[config.mk]
export PLATFORM = sky130hd
export DESIGN_NAME = gfd_dispatch
export DESIGN_NICKNAME = d
export VERILOG_FILES = /design/src/rtl/gfd_pkg.sv /design/src/rtl/gfd_dispatch.sv
export SDC_FILE = /design/constraint.sdc
export NUM_CORES = 1
export LEC_CHECK = 0
export ABC_CLOCK_PERIOD_IN_PS = 2740
export BUFFER_PORTS_ARGS = -buffer_cell sky130_fd_sc_hd__buf_4
export CORE_ASPECT_RATIO = 0.75
export CORE_MARGIN = 5
export CORE_UTILIZATION = 37
export DETAILED_ROUTE_END_ITERATION = 8
export PLACE_DENSITY = 0.7
export RECOVER_POWER = 100
export SYNTH_ARGS = -nofsm -noshare
export SYNTH_HDL_FRONTEND = slang
export SYNTH_SLANG_ARGS = --single-unit
[constraint.sdc]
create_clock -name clock -period 2.74 [get_ports clock]
set_input_delay 0.685 -clock clock [delete_from_list [all_inputs] [get_ports clock]]
set_output_delay 0.685 -clock clock [all_outputs]
set_load 0.05 [all_outputs]
[src/rtl/gfd_pkg.sv]
package gfd_pkg;

  // control bit positions
  localparam int PRIMARY_SECONDARY_BIT = 31;
  localparam int SECONDARY_GFUNC_BIT = 13;
  localparam int FUNC_SWITCH_BIT = 0;
  localparam logic [31:0] MAX_FUNCTION = 32'h0000003F;
  localparam logic [31:0] LIST_ENTRIES = 32'h00000200;
  localparam logic [15:0] EXIT_REASON_GFUNC = 16'h003B;
  localparam int ENTRY_BYTES = 8;
  localparam logic [15:0] TAG_NONE_VPT = 16'h0000;
  localparam logic [11:0] TAG_NONE_PCT = 12'h000;

  // apb register offsets (byte addresses)
  localparam logic [7:0] OFS_CONTROL = 8'h00;
  localparam logic [7:0] OFS_FUNC_CTRL_LO = 8'h04;
  localparam logic [7:0] OFS_FUNC_CTRL_HI = 8'h08;
  localparam logic [7:0] OFS_LIST_BASE_LO = 8'h0C;
  localparam logic [7:0] OFS_LIST_BASE_HI = 8'h10;
  localparam logic [7:0] OFS_ROOT_LO = 8'h14;
  localparam logic [7:0] OFS_ROOT_HI = 8'h18;
  localparam logic [7:0] OFS_TAGS = 8'h1C;
  localparam logic [7:0] OFS_STATUS = 8'h20;

  // control register fields
  localparam int CTL_PRIMARY31 = 0;
  localparam int CTL_SECONDARY13 = 1;
  localparam int CTL_VPT_ENABLE = 2;
  localparam int CTL_PAGING = 3;
  localparam int CTL_PAE = 4;
  localparam int CTL_LONG_MODE = 5;
  localparam int CTL_PCT_ENABLE = 6;
  localparam logic [31:0] RESET_CONTROL = 32'h00000000;
  localparam logic [63:0] RESET_ROOT = 64'h0000000000000000;

  typedef enum logic [2:0] {
    GFD_IDLE = 3'b000,
    GFD_FETCH = 3'b001,
    GFD_CHECK = 3'b010,
    GFD_DONE = 3'b011
  } gfd_state_type;

  typedef enum logic [1:0] {
    GFD_OUT_NEXT = 2'b00,
    GFD_OUT_FAULT = 2'b01,
    GFD_OUT_EXIT = 2'b10
  } gfd_outcome_type;

  // request from the decode stage
  typedef struct packed {
    logic [31:0] function_select_reg;
    logic [31:0] list_index_reg;
    logic [3:0] instr_length;
  } gfd_req_type;

  // result back to the pipeline
  typedef struct packed {
    gfd_outcome_type outcome;
    logic [15:0] exit_reason;
    logic [3:0] exit_instr_length;
  } gfd_resp_type;

endpackage : gfd_pkg

[src/rtl/gfd_dispatch.sv]
`timescale 1ns/100ps

module gfd_dispatch (
  input wire logic clock,
  input wire logic rst_b,
  input wire logic req_valid,
  input wire gfd_pkg::gfd_req_type req,
  output logic resp_valid,
  output gfd_pkg::gfd_resp_type resp,
  output logic mem_rd_valid,
  output logic [63:0] mem_rd_addr,
  input wire logic mem_rd_done,
  input wire logic [63:0] mem_rd_data,
  input wire logic root_candidate_ok,
  input wire logic [15:0] virtual_processor_tag_in,
  input wire logic [11:0] process_context_tag_in,
  output logic [63:0] ept_root_pointer,
  output logic [39:0] ept_root_tag,
  output logic [15:0] virtual_processor_tag,
  output logic [11:0] process_context_tag,
  output logic inval_vpt0,
  output logic retranslate_root,
  input wire logic psel,
  input wire logic penable,
  input wire logic pwrite,
  input wire logic [31:0] paddr,
  input wire logic [31:0] pwdata,
  output logic [31:0] prdata,
  output logic pready,
  output logic pslverr
);

  // dispatcher: sequencing, fetch port and the answer to the pipeline
  gfd_pkg::gfd_state_type state;
  gfd_pkg::gfd_state_type next_state;
  gfd_pkg::gfd_req_type held;
  gfd_pkg::gfd_req_type next_held;
  logic [63:0] root;
  logic [63:0] next_root;
  logic [63:0] candidate;
  logic [63:0] next_candidate;
  gfd_pkg::gfd_resp_type resp_q;
  gfd_pkg::gfd_resp_type next_resp;
  logic resp_valid_q;
  logic next_resp_valid;
  logic rd_valid_q;
  logic next_rd_valid;
  logic [63:0] rd_addr_q;
  logic [63:0] next_rd_addr;
  logic inval_q;
  logic next_inval;
  logic retr_q;
  logic next_retr;

  // status flags: bit 0 switch done, bit 1 candidate refused
  logic [31:0] status;
  logic [31:0] next_status;

  // current tags as the translation logic sees them
  logic [15:0] vpt_q;
  logic [15:0] next_vpt;
  logic [11:0] pct_q;
  logic [11:0] next_pct;

  // register file seen over apb
  logic [31:0] control;
  logic [31:0] next_control;
  logic [63:0] func_ctrl;
  logic [63:0] next_func_ctrl;
  logic [63:0] list_base;
  logic [63:0] next_list_base;
  logic [31:0] prdata_q;
  logic [31:0] next_prdata;
  logic pready_q;
  logic next_pready;
  logic pslverr_q;
  logic next_pslverr;

  // decode helpers shared by the groups
  logic funcs_on;
  logic sel_in_range;
  logic sel_enabled;
  logic is_switch;
  logic index_ok;
  logic [63:0] entry_addr;
  logic switch_ok;
  logic switch_bad;
  logic apb_setup;
  logic apb_access;
  logic status_wr;
  logic [7:0] ofs;

  // every output is a flop of its group
  assign resp_valid = resp_valid_q;
  assign resp = resp_q;
  assign mem_rd_valid = rd_valid_q;
  assign mem_rd_addr = rd_addr_q;
  assign ept_root_pointer = root;
  assign ept_root_tag = root[51:12];
  assign virtual_processor_tag = vpt_q;
  assign process_context_tag = pct_q;
  assign inval_vpt0 = inval_q;
  assign retranslate_root = retr_q;
  assign prdata = prdata_q;
  assign pready = pready_q;
  assign pslverr = pslverr_q;

  // secondary controls count only when activated by primary bit 31
  assign funcs_on = control[gfd_pkg::CTL_PRIMARY31] & control[gfd_pkg::CTL_SECONDARY13];
  // selector checks, judged on the request as it arrives
  assign sel_in_range = req.function_select_reg <= gfd_pkg::MAX_FUNCTION;
  assign sel_enabled = func_ctrl[req.function_select_reg[5:0]];
  assign is_switch = req.function_select_reg[5:0] == 6'h00;
  assign index_ok = req.list_index_reg < gfd_pkg::LIST_ENTRIES;
  // entry address: base plus eight times the index; index below 512 fits 9 bits
  assign entry_addr = list_base + {52'h0000000000000, req.list_index_reg[8:0], 3'h0};
  // outcome of the candidate check, only meaningful in the check state
  assign switch_ok = (state == gfd_pkg::GFD_CHECK) & root_candidate_ok;
  assign switch_bad = (state == gfd_pkg::GFD_CHECK) & ~root_candidate_ok;
  // apb phases; writes commit only at the edge where pready is seen high
  assign apb_setup = psel & ~penable;
  assign apb_access = psel & penable & pready_q;
  assign ofs = paddr[7:0];
  assign status_wr = apb_access & pwrite & (ofs == gfd_pkg::OFS_STATUS);

  // dispatcher next state; apb and tag registers and status flags never touched here
  always_comb begin
    next_state = state;
    next_held = held;
    next_root = root;
    next_candidate = candidate;
    next_resp = resp_q;
    next_resp_valid = 1'b0;
    next_rd_valid = rd_valid_q;
    next_rd_addr = rd_addr_q;
    next_inval = 1'b0;
    next_retr = 1'b0;
    unique case (state)
      gfd_pkg::GFD_IDLE: begin
        // requests are taken only here; busy states ignore req_valid
        if (req_valid) begin
          next_held = req;
          next_resp.exit_reason = gfd_pkg::EXIT_REASON_GFUNC;
          next_resp.exit_instr_length = req.instr_length;
          if (!funcs_on || !sel_in_range) begin
            next_resp.outcome = gfd_pkg::GFD_OUT_FAULT;
            next_resp_valid = 1'b1;
          end else if (!sel_enabled) begin
            next_resp.outcome = gfd_pkg::GFD_OUT_EXIT;
            next_resp_valid = 1'b1;
          end else if (is_switch) begin
            if (!index_ok) begin
              next_resp.outcome = gfd_pkg::GFD_OUT_EXIT;
              next_resp_valid = 1'b1;
            end else begin
              next_rd_addr = entry_addr;
              next_rd_valid = 1'b1;
              next_state = gfd_pkg::GFD_FETCH;
            end
          end else begin
            // no other function has behaviour yet; report it as performed
            next_resp.outcome = gfd_pkg::GFD_OUT_NEXT;
            next_resp_valid = 1'b1;
          end
        end
      end
      gfd_pkg::GFD_FETCH: begin
        // wait for the whole 64-bit word before checking
        if (mem_rd_done) begin
          next_rd_valid = 1'b0;
          next_candidate = mem_rd_data;
          next_state = gfd_pkg::GFD_CHECK;
        end
      end
      gfd_pkg::GFD_CHECK: begin
        // the length comes from the held request, never from a later one
        next_resp.exit_reason = gfd_pkg::EXIT_REASON_GFUNC;
        next_resp.exit_instr_length = held.instr_length;
        if (switch_bad) begin
          next_resp.outcome = gfd_pkg::GFD_OUT_EXIT;
        end else begin
          next_root = candidate;
          next_resp.outcome = gfd_pkg::GFD_OUT_NEXT;
          next_inval = ~control[gfd_pkg::CTL_VPT_ENABLE];
          // pae paging outside long mode keeps cached directory pointers, so no root retranslate
          next_retr = control[gfd_pkg::CTL_PAGING] &
            (~control[gfd_pkg::CTL_PAE] | control[gfd_pkg::CTL_LONG_MODE]);
        end
        next_resp_valid = 1'b1;
        next_state = gfd_pkg::GFD_DONE;
      end
      gfd_pkg::GFD_DONE: begin
        // one quiet cycle so the next request sees the new root
        next_state = gfd_pkg::GFD_IDLE;
      end
      default: begin
        next_state = gfd_pkg::GFD_IDLE;
      end
    endcase
  end

  // dispatcher registers; reset loads constants only
  always_ff @(posedge clock or negedge rst_b) begin
    if (!rst_b) begin
      state <= gfd_pkg::GFD_IDLE;
      held <= '0;
      root <= gfd_pkg::RESET_ROOT;
      candidate <= 64'h0000000000000000;
      resp_q <= '0;
      resp_valid_q <= 1'b0;
      rd_valid_q <= 1'b0;
      rd_addr_q <= 64'h0000000000000000;
      inval_q <= 1'b0;
      retr_q <= 1'b0;
    end else begin
      state <= next_state;
      held <= next_held;
      root <= next_root;
      candidate <= next_candidate;
      resp_q <= next_resp;
      resp_valid_q <= next_resp_valid;
      rd_valid_q <= next_rd_valid;
      rd_addr_q <= next_rd_addr;
      inval_q <= next_inval;
      retr_q <= next_retr;
    end
  end

  // status: software write clears, a same-cycle hardware set wins
  always_comb begin
    next_status = status;
    if (status_wr) begin
      next_status = status & ~pwdata;
    end
    if (switch_ok) begin
      next_status[0] = 1'b1;
    end
    if (switch_bad) begin
      next_status[1] = 1'b1;
    end
  end

  // status register
  always_ff @(posedge clock or negedge rst_b) begin
    if (!rst_b) begin
      status <= 32'h00000000;
    end else begin
      status <= next_status;
    end
  end

  // tags forced when their enables are clear
  always_comb begin
    next_vpt = control[gfd_pkg::CTL_VPT_ENABLE] ? virtual_processor_tag_in : gfd_pkg::TAG_NONE_VPT;
    next_pct = control[gfd_pkg::CTL_PCT_ENABLE] ? process_context_tag_in : gfd_pkg::TAG_NONE_PCT;
  end

  // tag registers; one cycle behind the core, harmless for a multi-cycle switch
  always_ff @(posedge clock or negedge rst_b) begin
    if (!rst_b) begin
      vpt_q <= gfd_pkg::TAG_NONE_VPT;
      pct_q <= gfd_pkg::TAG_NONE_PCT;
    end else begin
      vpt_q <= next_vpt;
      pct_q <= next_pct;
    end
  end

  // apb slave: answer registered at setup, stands through the access phase
  always_comb begin
    next_control = control;
    next_func_ctrl = func_ctrl;
    next_list_base = list_base;
    next_prdata = 32'h00000000;
    next_pready = 1'b0;
    next_pslverr = 1'b0;
    // writes land at the access edge, the one where the master sees pready
    if (apb_access && pwrite) begin
      unique case (ofs)
        gfd_pkg::OFS_CONTROL: next_control = pwdata;
        gfd_pkg::OFS_FUNC_CTRL_LO: next_func_ctrl[31:0] = pwdata;
        gfd_pkg::OFS_FUNC_CTRL_HI: next_func_ctrl[63:32] = pwdata;
        // list is 4-KByte aligned, so the low twelve bits stay zero
        gfd_pkg::OFS_LIST_BASE_LO: next_list_base[31:0] = {pwdata[31:12], 12'h000};
        gfd_pkg::OFS_LIST_BASE_HI: next_list_base[63:32] = pwdata;
        default: next_control = control;
      endcase
    end
    if (apb_setup) begin
      next_pready = 1'b1;
      unique case (ofs)
        gfd_pkg::OFS_CONTROL: next_prdata = control;
        gfd_pkg::OFS_FUNC_CTRL_LO: next_prdata = func_ctrl[31:0];
        gfd_pkg::OFS_FUNC_CTRL_HI: next_prdata = func_ctrl[63:32];
        gfd_pkg::OFS_LIST_BASE_LO: next_prdata = list_base[31:0];
        gfd_pkg::OFS_LIST_BASE_HI: next_prdata = list_base[63:32];
        gfd_pkg::OFS_ROOT_LO: next_prdata = root[31:0];
        gfd_pkg::OFS_ROOT_HI: next_prdata = root[63:32];
        gfd_pkg::OFS_TAGS: next_prdata = {4'h0, pct_q, vpt_q};
        gfd_pkg::OFS_STATUS: next_prdata = status;
        default: next_pslverr = 1'b1;
      endcase
      // writes read back as zero
      if (pwrite) begin
        next_prdata = 32'h00000000;
      end
    end
  end

  // apb registers; the answer lasts exactly one cycle
  always_ff @(posedge clock or negedge rst_b) begin
    if (!rst_b) begin
      control <= gfd_pkg::RESET_CONTROL;
      func_ctrl <= 64'h0000000000000000;
      list_base <= 64'h0000000000000000;
      prdata_q <= 32'h00000000;
      pready_q <= 1'b0;
      pslverr_q <= 1'b0;
    end else begin
      control <= next_control;
      func_ctrl <= next_func_ctrl;
      list_base <= next_list_base;
      prdata_q <= next_prdata;
      pready_q <= next_pready;
      pslverr_q <= next_pslverr;
    end
  end

endmodule : gfd_dispatch

# Yosys cells after proc, flatten, opt, wreduce, memory -nomap -nowiden
# Index checks and enable logic that the tools add are counted.
# Widths: inputs -> output; s select.
[word_totals]
ramBits = 0
latch_bits = 0
reg_bits = 467
memories = 0
mem_bits_ro = 0
output_inout_bits = 256
[op_classes]
reduce_logical = 25
n_mux = 44
shift = 0
eq_ne = 17
bitwise = 18
addsub = 1
order_cmp = 3
n_div = 0
n_mul = 0
[op_table]
columns = ["operator", "count"]
rows = [
  ["$pmux 32 s9", 1],
  ["$add 64x12->64", 1],
  ["$mux 32", 2],
  ["$pmux 22 s2", 1],
  ["$and 32x32->32", 1],
  ["$eq 8x5->1 const B", 4],
  ["$le 32x6->1 const B", 1],
  ["$lt 32x10->1 const B", 1],
  ["$not 32->32", 1],
  ["$mux 22", 1],
  ["$mux 1", 21],
  ["$mux 3", 6],
  ["$reduce_and 2->1", 9],
  ["$eq 8x4->1 const B", 2],
  ["$mux 16", 1],
  ["$mux 12", 1],
  ["$mux 2", 6],
  ["$ne 2x2->1 const B", 6],
  ["$reduce_and 6->1", 2],
  ["$and 1x1->1", 9],
  ["$pmux 3 s3", 1],
  ["$reduce_or 9->1", 1],
  ["$eq 8x3->1 const B", 1],
  ["$eq 8x6->1 const B", 1],
  ["other kinds (17)", 27],
]

# Longest topological paths before layout
[logic_depth]
word_depth = 7
depth_mapped = 9

# Worst setup path after synthesis
# Ideal clock, no wire load.
[synth_path]
kind = "input to register"
from = "input req[36] (netlist bit)"
to = "register rd_addr_q[10], in the netlist mem_rd_addr[10]"
n_path_buf = 3
stages = 9
path_slack_ps = 150
arrival_time_ps = 2465
path_cell_list = "buf_6 > mux4_2 > mux2i_1 > a221oi_2 > nand3_2 > or2_1 > buf_6 > buf_12 > mux2_4"
[synth_between]
elab_chain_cells = 5
elab_cells_between_ends = 8
classes_between = "order compare (1); mux (2); bitwise (1); reduce/logical (4)"
[synth_rtl]
columns = ["item", "line_no", "source"]
rows = [
  ["start, declared", "gfd_dispatch.sv:7", "input wire gfd_pkg::gfd_req_type req,"],
  ["$le 32x6->1", "gfd_dispatch.sv:111", "assign sel_in_range = req.function_select_reg <= gfd_pkg::MAX_FUNCTION;"],
  ["$logic_not 1->1", "gfd_dispatch.sv:145", "if (!funcs_on || !sel_in_range) begin"],
  ["$logic_or 1x1->1", "gfd_dispatch.sv:145", ""],
  ["$not 1->1 (no source line)", "--", ""],
  ["$reduce_and 6->1 (no source line) (*)", "--", ""],
  ["end signal, assigned", "gfd_dispatch.sv:223", "rd_addr_q <= next_rd_addr;"],
  ["end, declared", "gfd_dispatch.sv:48", "logic [63:0] rd_addr_q;"],
]
# Mark *: on every way between the ends. The rest lies on a longest branch, timed or not. The select of a mux whose other input is x is not followed.
# A chain may end at the register's enable or synchronous reset.

# Worst setup path in the final report
[layout_path]
from = "input req[36] (netlist bit)"
to = "register rd_addr_q[43], in the netlist mem_rd_addr[43]"
# Same word-level chain as after synthesis.

==> results.txt <==
I/O Buffers = 449
Period minus WS final = 2.50 ns
Worst Hold Class = input pin to flip-flop
Cell taking the most area after synthesis = dfrtp_1
Core Footprint = 51300 µm²
Setup WS post-layout = 0.236 ns
Vias in the first global route = 14128
Main area contributors after synthesis = dfrtp_1, mux2_2, mux2_4
Layout area overhead = 24.2%
Startpoint types = input pin
Worst EP arrival = 2.95 ns
Max cap viols = 1
Setup CP Type = input pin to flip-flop
HPWL after detailed placement = 43500 µm
Initial Utilization = 0.371
Row count = 72
Yosys cell types = 59
Dominant synthesized flop cell = dfrtp_1
Antenna violations before repair = 4
RSZ-0062 raised after global routing = false
Max Freq = 399 MHz
1st-pass router iterations = 8
Gr ovfl total = 0
Register area = 11200 µm²
# setup viols final = 0
Post-synth EDFFs = 0
Resize count post-CTS = 0
Placed instance count = 2355
# clock sinks = 448
Leakage = 11.5 nW
Postcts setup bufs = 0
Die extent in x = 272 µm
Die H = 206 µm
Crit end category = flip-flop
Hold Buf Count CTS = 0
Mean number of vias per cell = 5.39
Crit-path max FO = 24
Layout cell share with drive strength beyond 1 = 0.368
Sequential-to-total area share from yosys stat = 0.589
Rel. slew slack = -0.185
CTS tree = built
Largest net degree at the start of global routing = 86
Largest buffer count on any clock path = 3
Clock root cell = clkbuf_16
Mapped Area = 19000 µm²
First-pass GRT wire length = 89400 µm
Syn Inst Count = 1298
Area of the multi-input gates = 6790 µm²
Synth Area per Inst = 14.7 µm²
Placed inst area = 23300 µm²
Setup WS pre-CTS = -0.351 ns
Design Area, Final = 23700 µm²
Final Hold Vio Count = 0
DRC viols = 0
Maximum vdd drop = 0.495 mV
Final #Nets = 1973
Post-route insts no fill = 2443
H-tree levels = 2
RePlAce Congestion = 0.839
Iteration-0 DRC Markers = 1132
Total track usage = 0.209
#FFs+latches synth = 448
Crit share post-route = 0.914
Status = complete, but fails checks
Clk_skew = 0.0312 ns
Actual slew at the worst max-slew pin = 1.78 ns
Worst-skew pair later-pin latency = 0.58 ns
Boundary Pins = 488
Slew Viols, Final = 52
Violated checks = capacitance limit, slew limit
Die Area = 56100 µm²
PwrDens = 597 nW/µm²
Worst path required time = 3.19 ns
Routed WL per cell = 24.8 µm
Vias = 13170
Fill count = 4769
Ys async rst share = 1.00
Remaining antenna violation count = 0
Final wirelength = 60600 µm
Clk slew on worst S/H paths = 0.07 ns
Top cell type's share of synthesized area = 0.589
Yosys warning total = 0
Total CTS buffers = 47
## routing by layer
metal | part of all wire | global-route usage | vias up
li1 | - | - | 5692
met3 | 0.083 | 0.0519 | 81
met4 | 0.022 | 0.0606 | 4
met2 | 0.48 | 0.341 | 554
met1 | 0.41 | 0.280 | 6839
met5 | 0.00046 | 0 | -
## Yosys cell counts, types with 5 or more instances
library cell and instances:
a21boi_0 30, a21oi_1 7, a221oi_1 14, a222oi_1 50, a22o_1 14, a22oi_1 32, a31oi_1 34, and2_1 32
buf_1 14, buf_12 6, buf_2 7, buf_4 58, clkbuf_1 51, dfrtp_1 448, inv_1 9, mux2_1 13
mux2_2 278, mux2_4 60, mux4_2 10, nand2_1 30, nand4_1 5, nor2_1 14, nor2b_1 5, nor3_1 10
nor4_1 11, o22ai_1 8
## path summary, 6_finish.rpt
path | start | endpoint | slack [ns] | cells after the start
max in group asynchronous | rst_b | resp[8]$_DFFE_PN0P_ | 0.53 | 2
min in group asynchronous | rst_b | mem_rd_addr[32]$_DFFE_PN0P_ | 0.57 | 1
worst max register to register | func_ctrl[18]$_DFFE_PN0P_ | mem_rd_addr[43]$_DFFE_PN0P_ | 0.24 | 8
worst max-delay path | req[36] | mem_rd_addr[43]$_DFFE_PN0P_ | 0.24 | 9
worst min-delay path | virtual_processor_tag_in[13] | virtual_processor_tag[13]$_DFF_PN0_ | 0.32 | 2
worst min register to register | status[0]$_DFFE_PN0P_ | status[0]$_DFFE_PN0P_ | 0.48 | 2
## cells by family (layout without fill, tap and decap cells)
group / Yosys count / after routing / synth area share
AO/OA/AOI/OAI: 204 / 204 / 0.0863
adder cells (fa/ha/maj): 3 / 3 / 0.00197
buffers and inverters: 147 / 612 / 0.0468
flip-flops: 448 / 448 / 0.589
multiplexers: 367 / 367 / 0.237
other: 1 / 15 / 0.000197
AND/OR/NAND/NOR: 128 / 128 / 0.0390
## flip-flops by register name, indices dropped and copies added (netlist names), 2 cells and up
register,count
candidate,64
control,32
ept_root_pointer,64
func_ctrl,64
held,4
list_base,52
mem_rd_addr,61
prdata,32
process_context_tag,12
resp,7
state,2
status,32
virtual_processor_tag,16
## stage by stage
stage / total power [mW] / util / setup TNS [ns] / hold slack, ns
2_1_floorplan: 6.96 / - / 0 / 0.389
3_3_place_gp: 7.44 / 0.454 / -16.50 / 0.459
3_5_place_dp: 7.46 / 0.454 / -18.93 / 0.466
4_1_cts: 14.3 / 0.487 / 0 / 0.0488
5_1_grt: 14.6 / 0.461 / 0 / 0.286
6_report: 14.1 / 0.461 / 0 / 0.317
## report_power, final
| group | switching, mW | internal [mW] | total [mW] |
|---|---|---|---|
| Combinational | 0.368 | 0.271 | 0.639 |
| Sequential | 0.0214 | 6.64 | 6.66 |
| Clock | 2.74 | 4.07 | 6.81 |
| Total | 3.13 | 11.0 | 14.1 |
## final cells by class
type / instances / area share
multi-input combinational: 716 / 0.287
timing repair buffer: 516 / 0.132
clock inverter: 23 / 0.0132
antenna: 1 / 0.000106
inverter: 9 / 0.00143
tap: 666 / 0.0352
clock buffer: 64 / 0.0575
sequential: 448 / 0.474
## layout by cell type (no fill, tap or decap), types with 8 or more instances in the layout
cell type and count:
dfrtp_1 448, mux2_2 278, clkbuf_1 257, buf_4 232
mux2_1 68, a222oi_1 50, clkbuf_16 47, a31oi_1 34
a22oi_1 32, a21boi_0 30, nand2_1 25, and2_0 17
buf_12 17, a221oi_1 15, and2_1 15, a22o_1 14
conb_1 14, nor2_1 13, nor4_1 12, clkbuf_8 12
clkbuf_2 12, mux4_2 10, inv_1 9, clkinv_2 9
o22ai_1 8
## critical path, stage by stage
cell	delay (ns)
buf_4	0.20
mux4_1	0.60
mux2i_1	0.23
clkbuf_1	0.17
a221oi_1	0.12
nand3_2	0.11
or2_4	0.23
buf_12	0.22
mux2_1	0.35
Note: power is estimated with default switching activity, not from simulation.
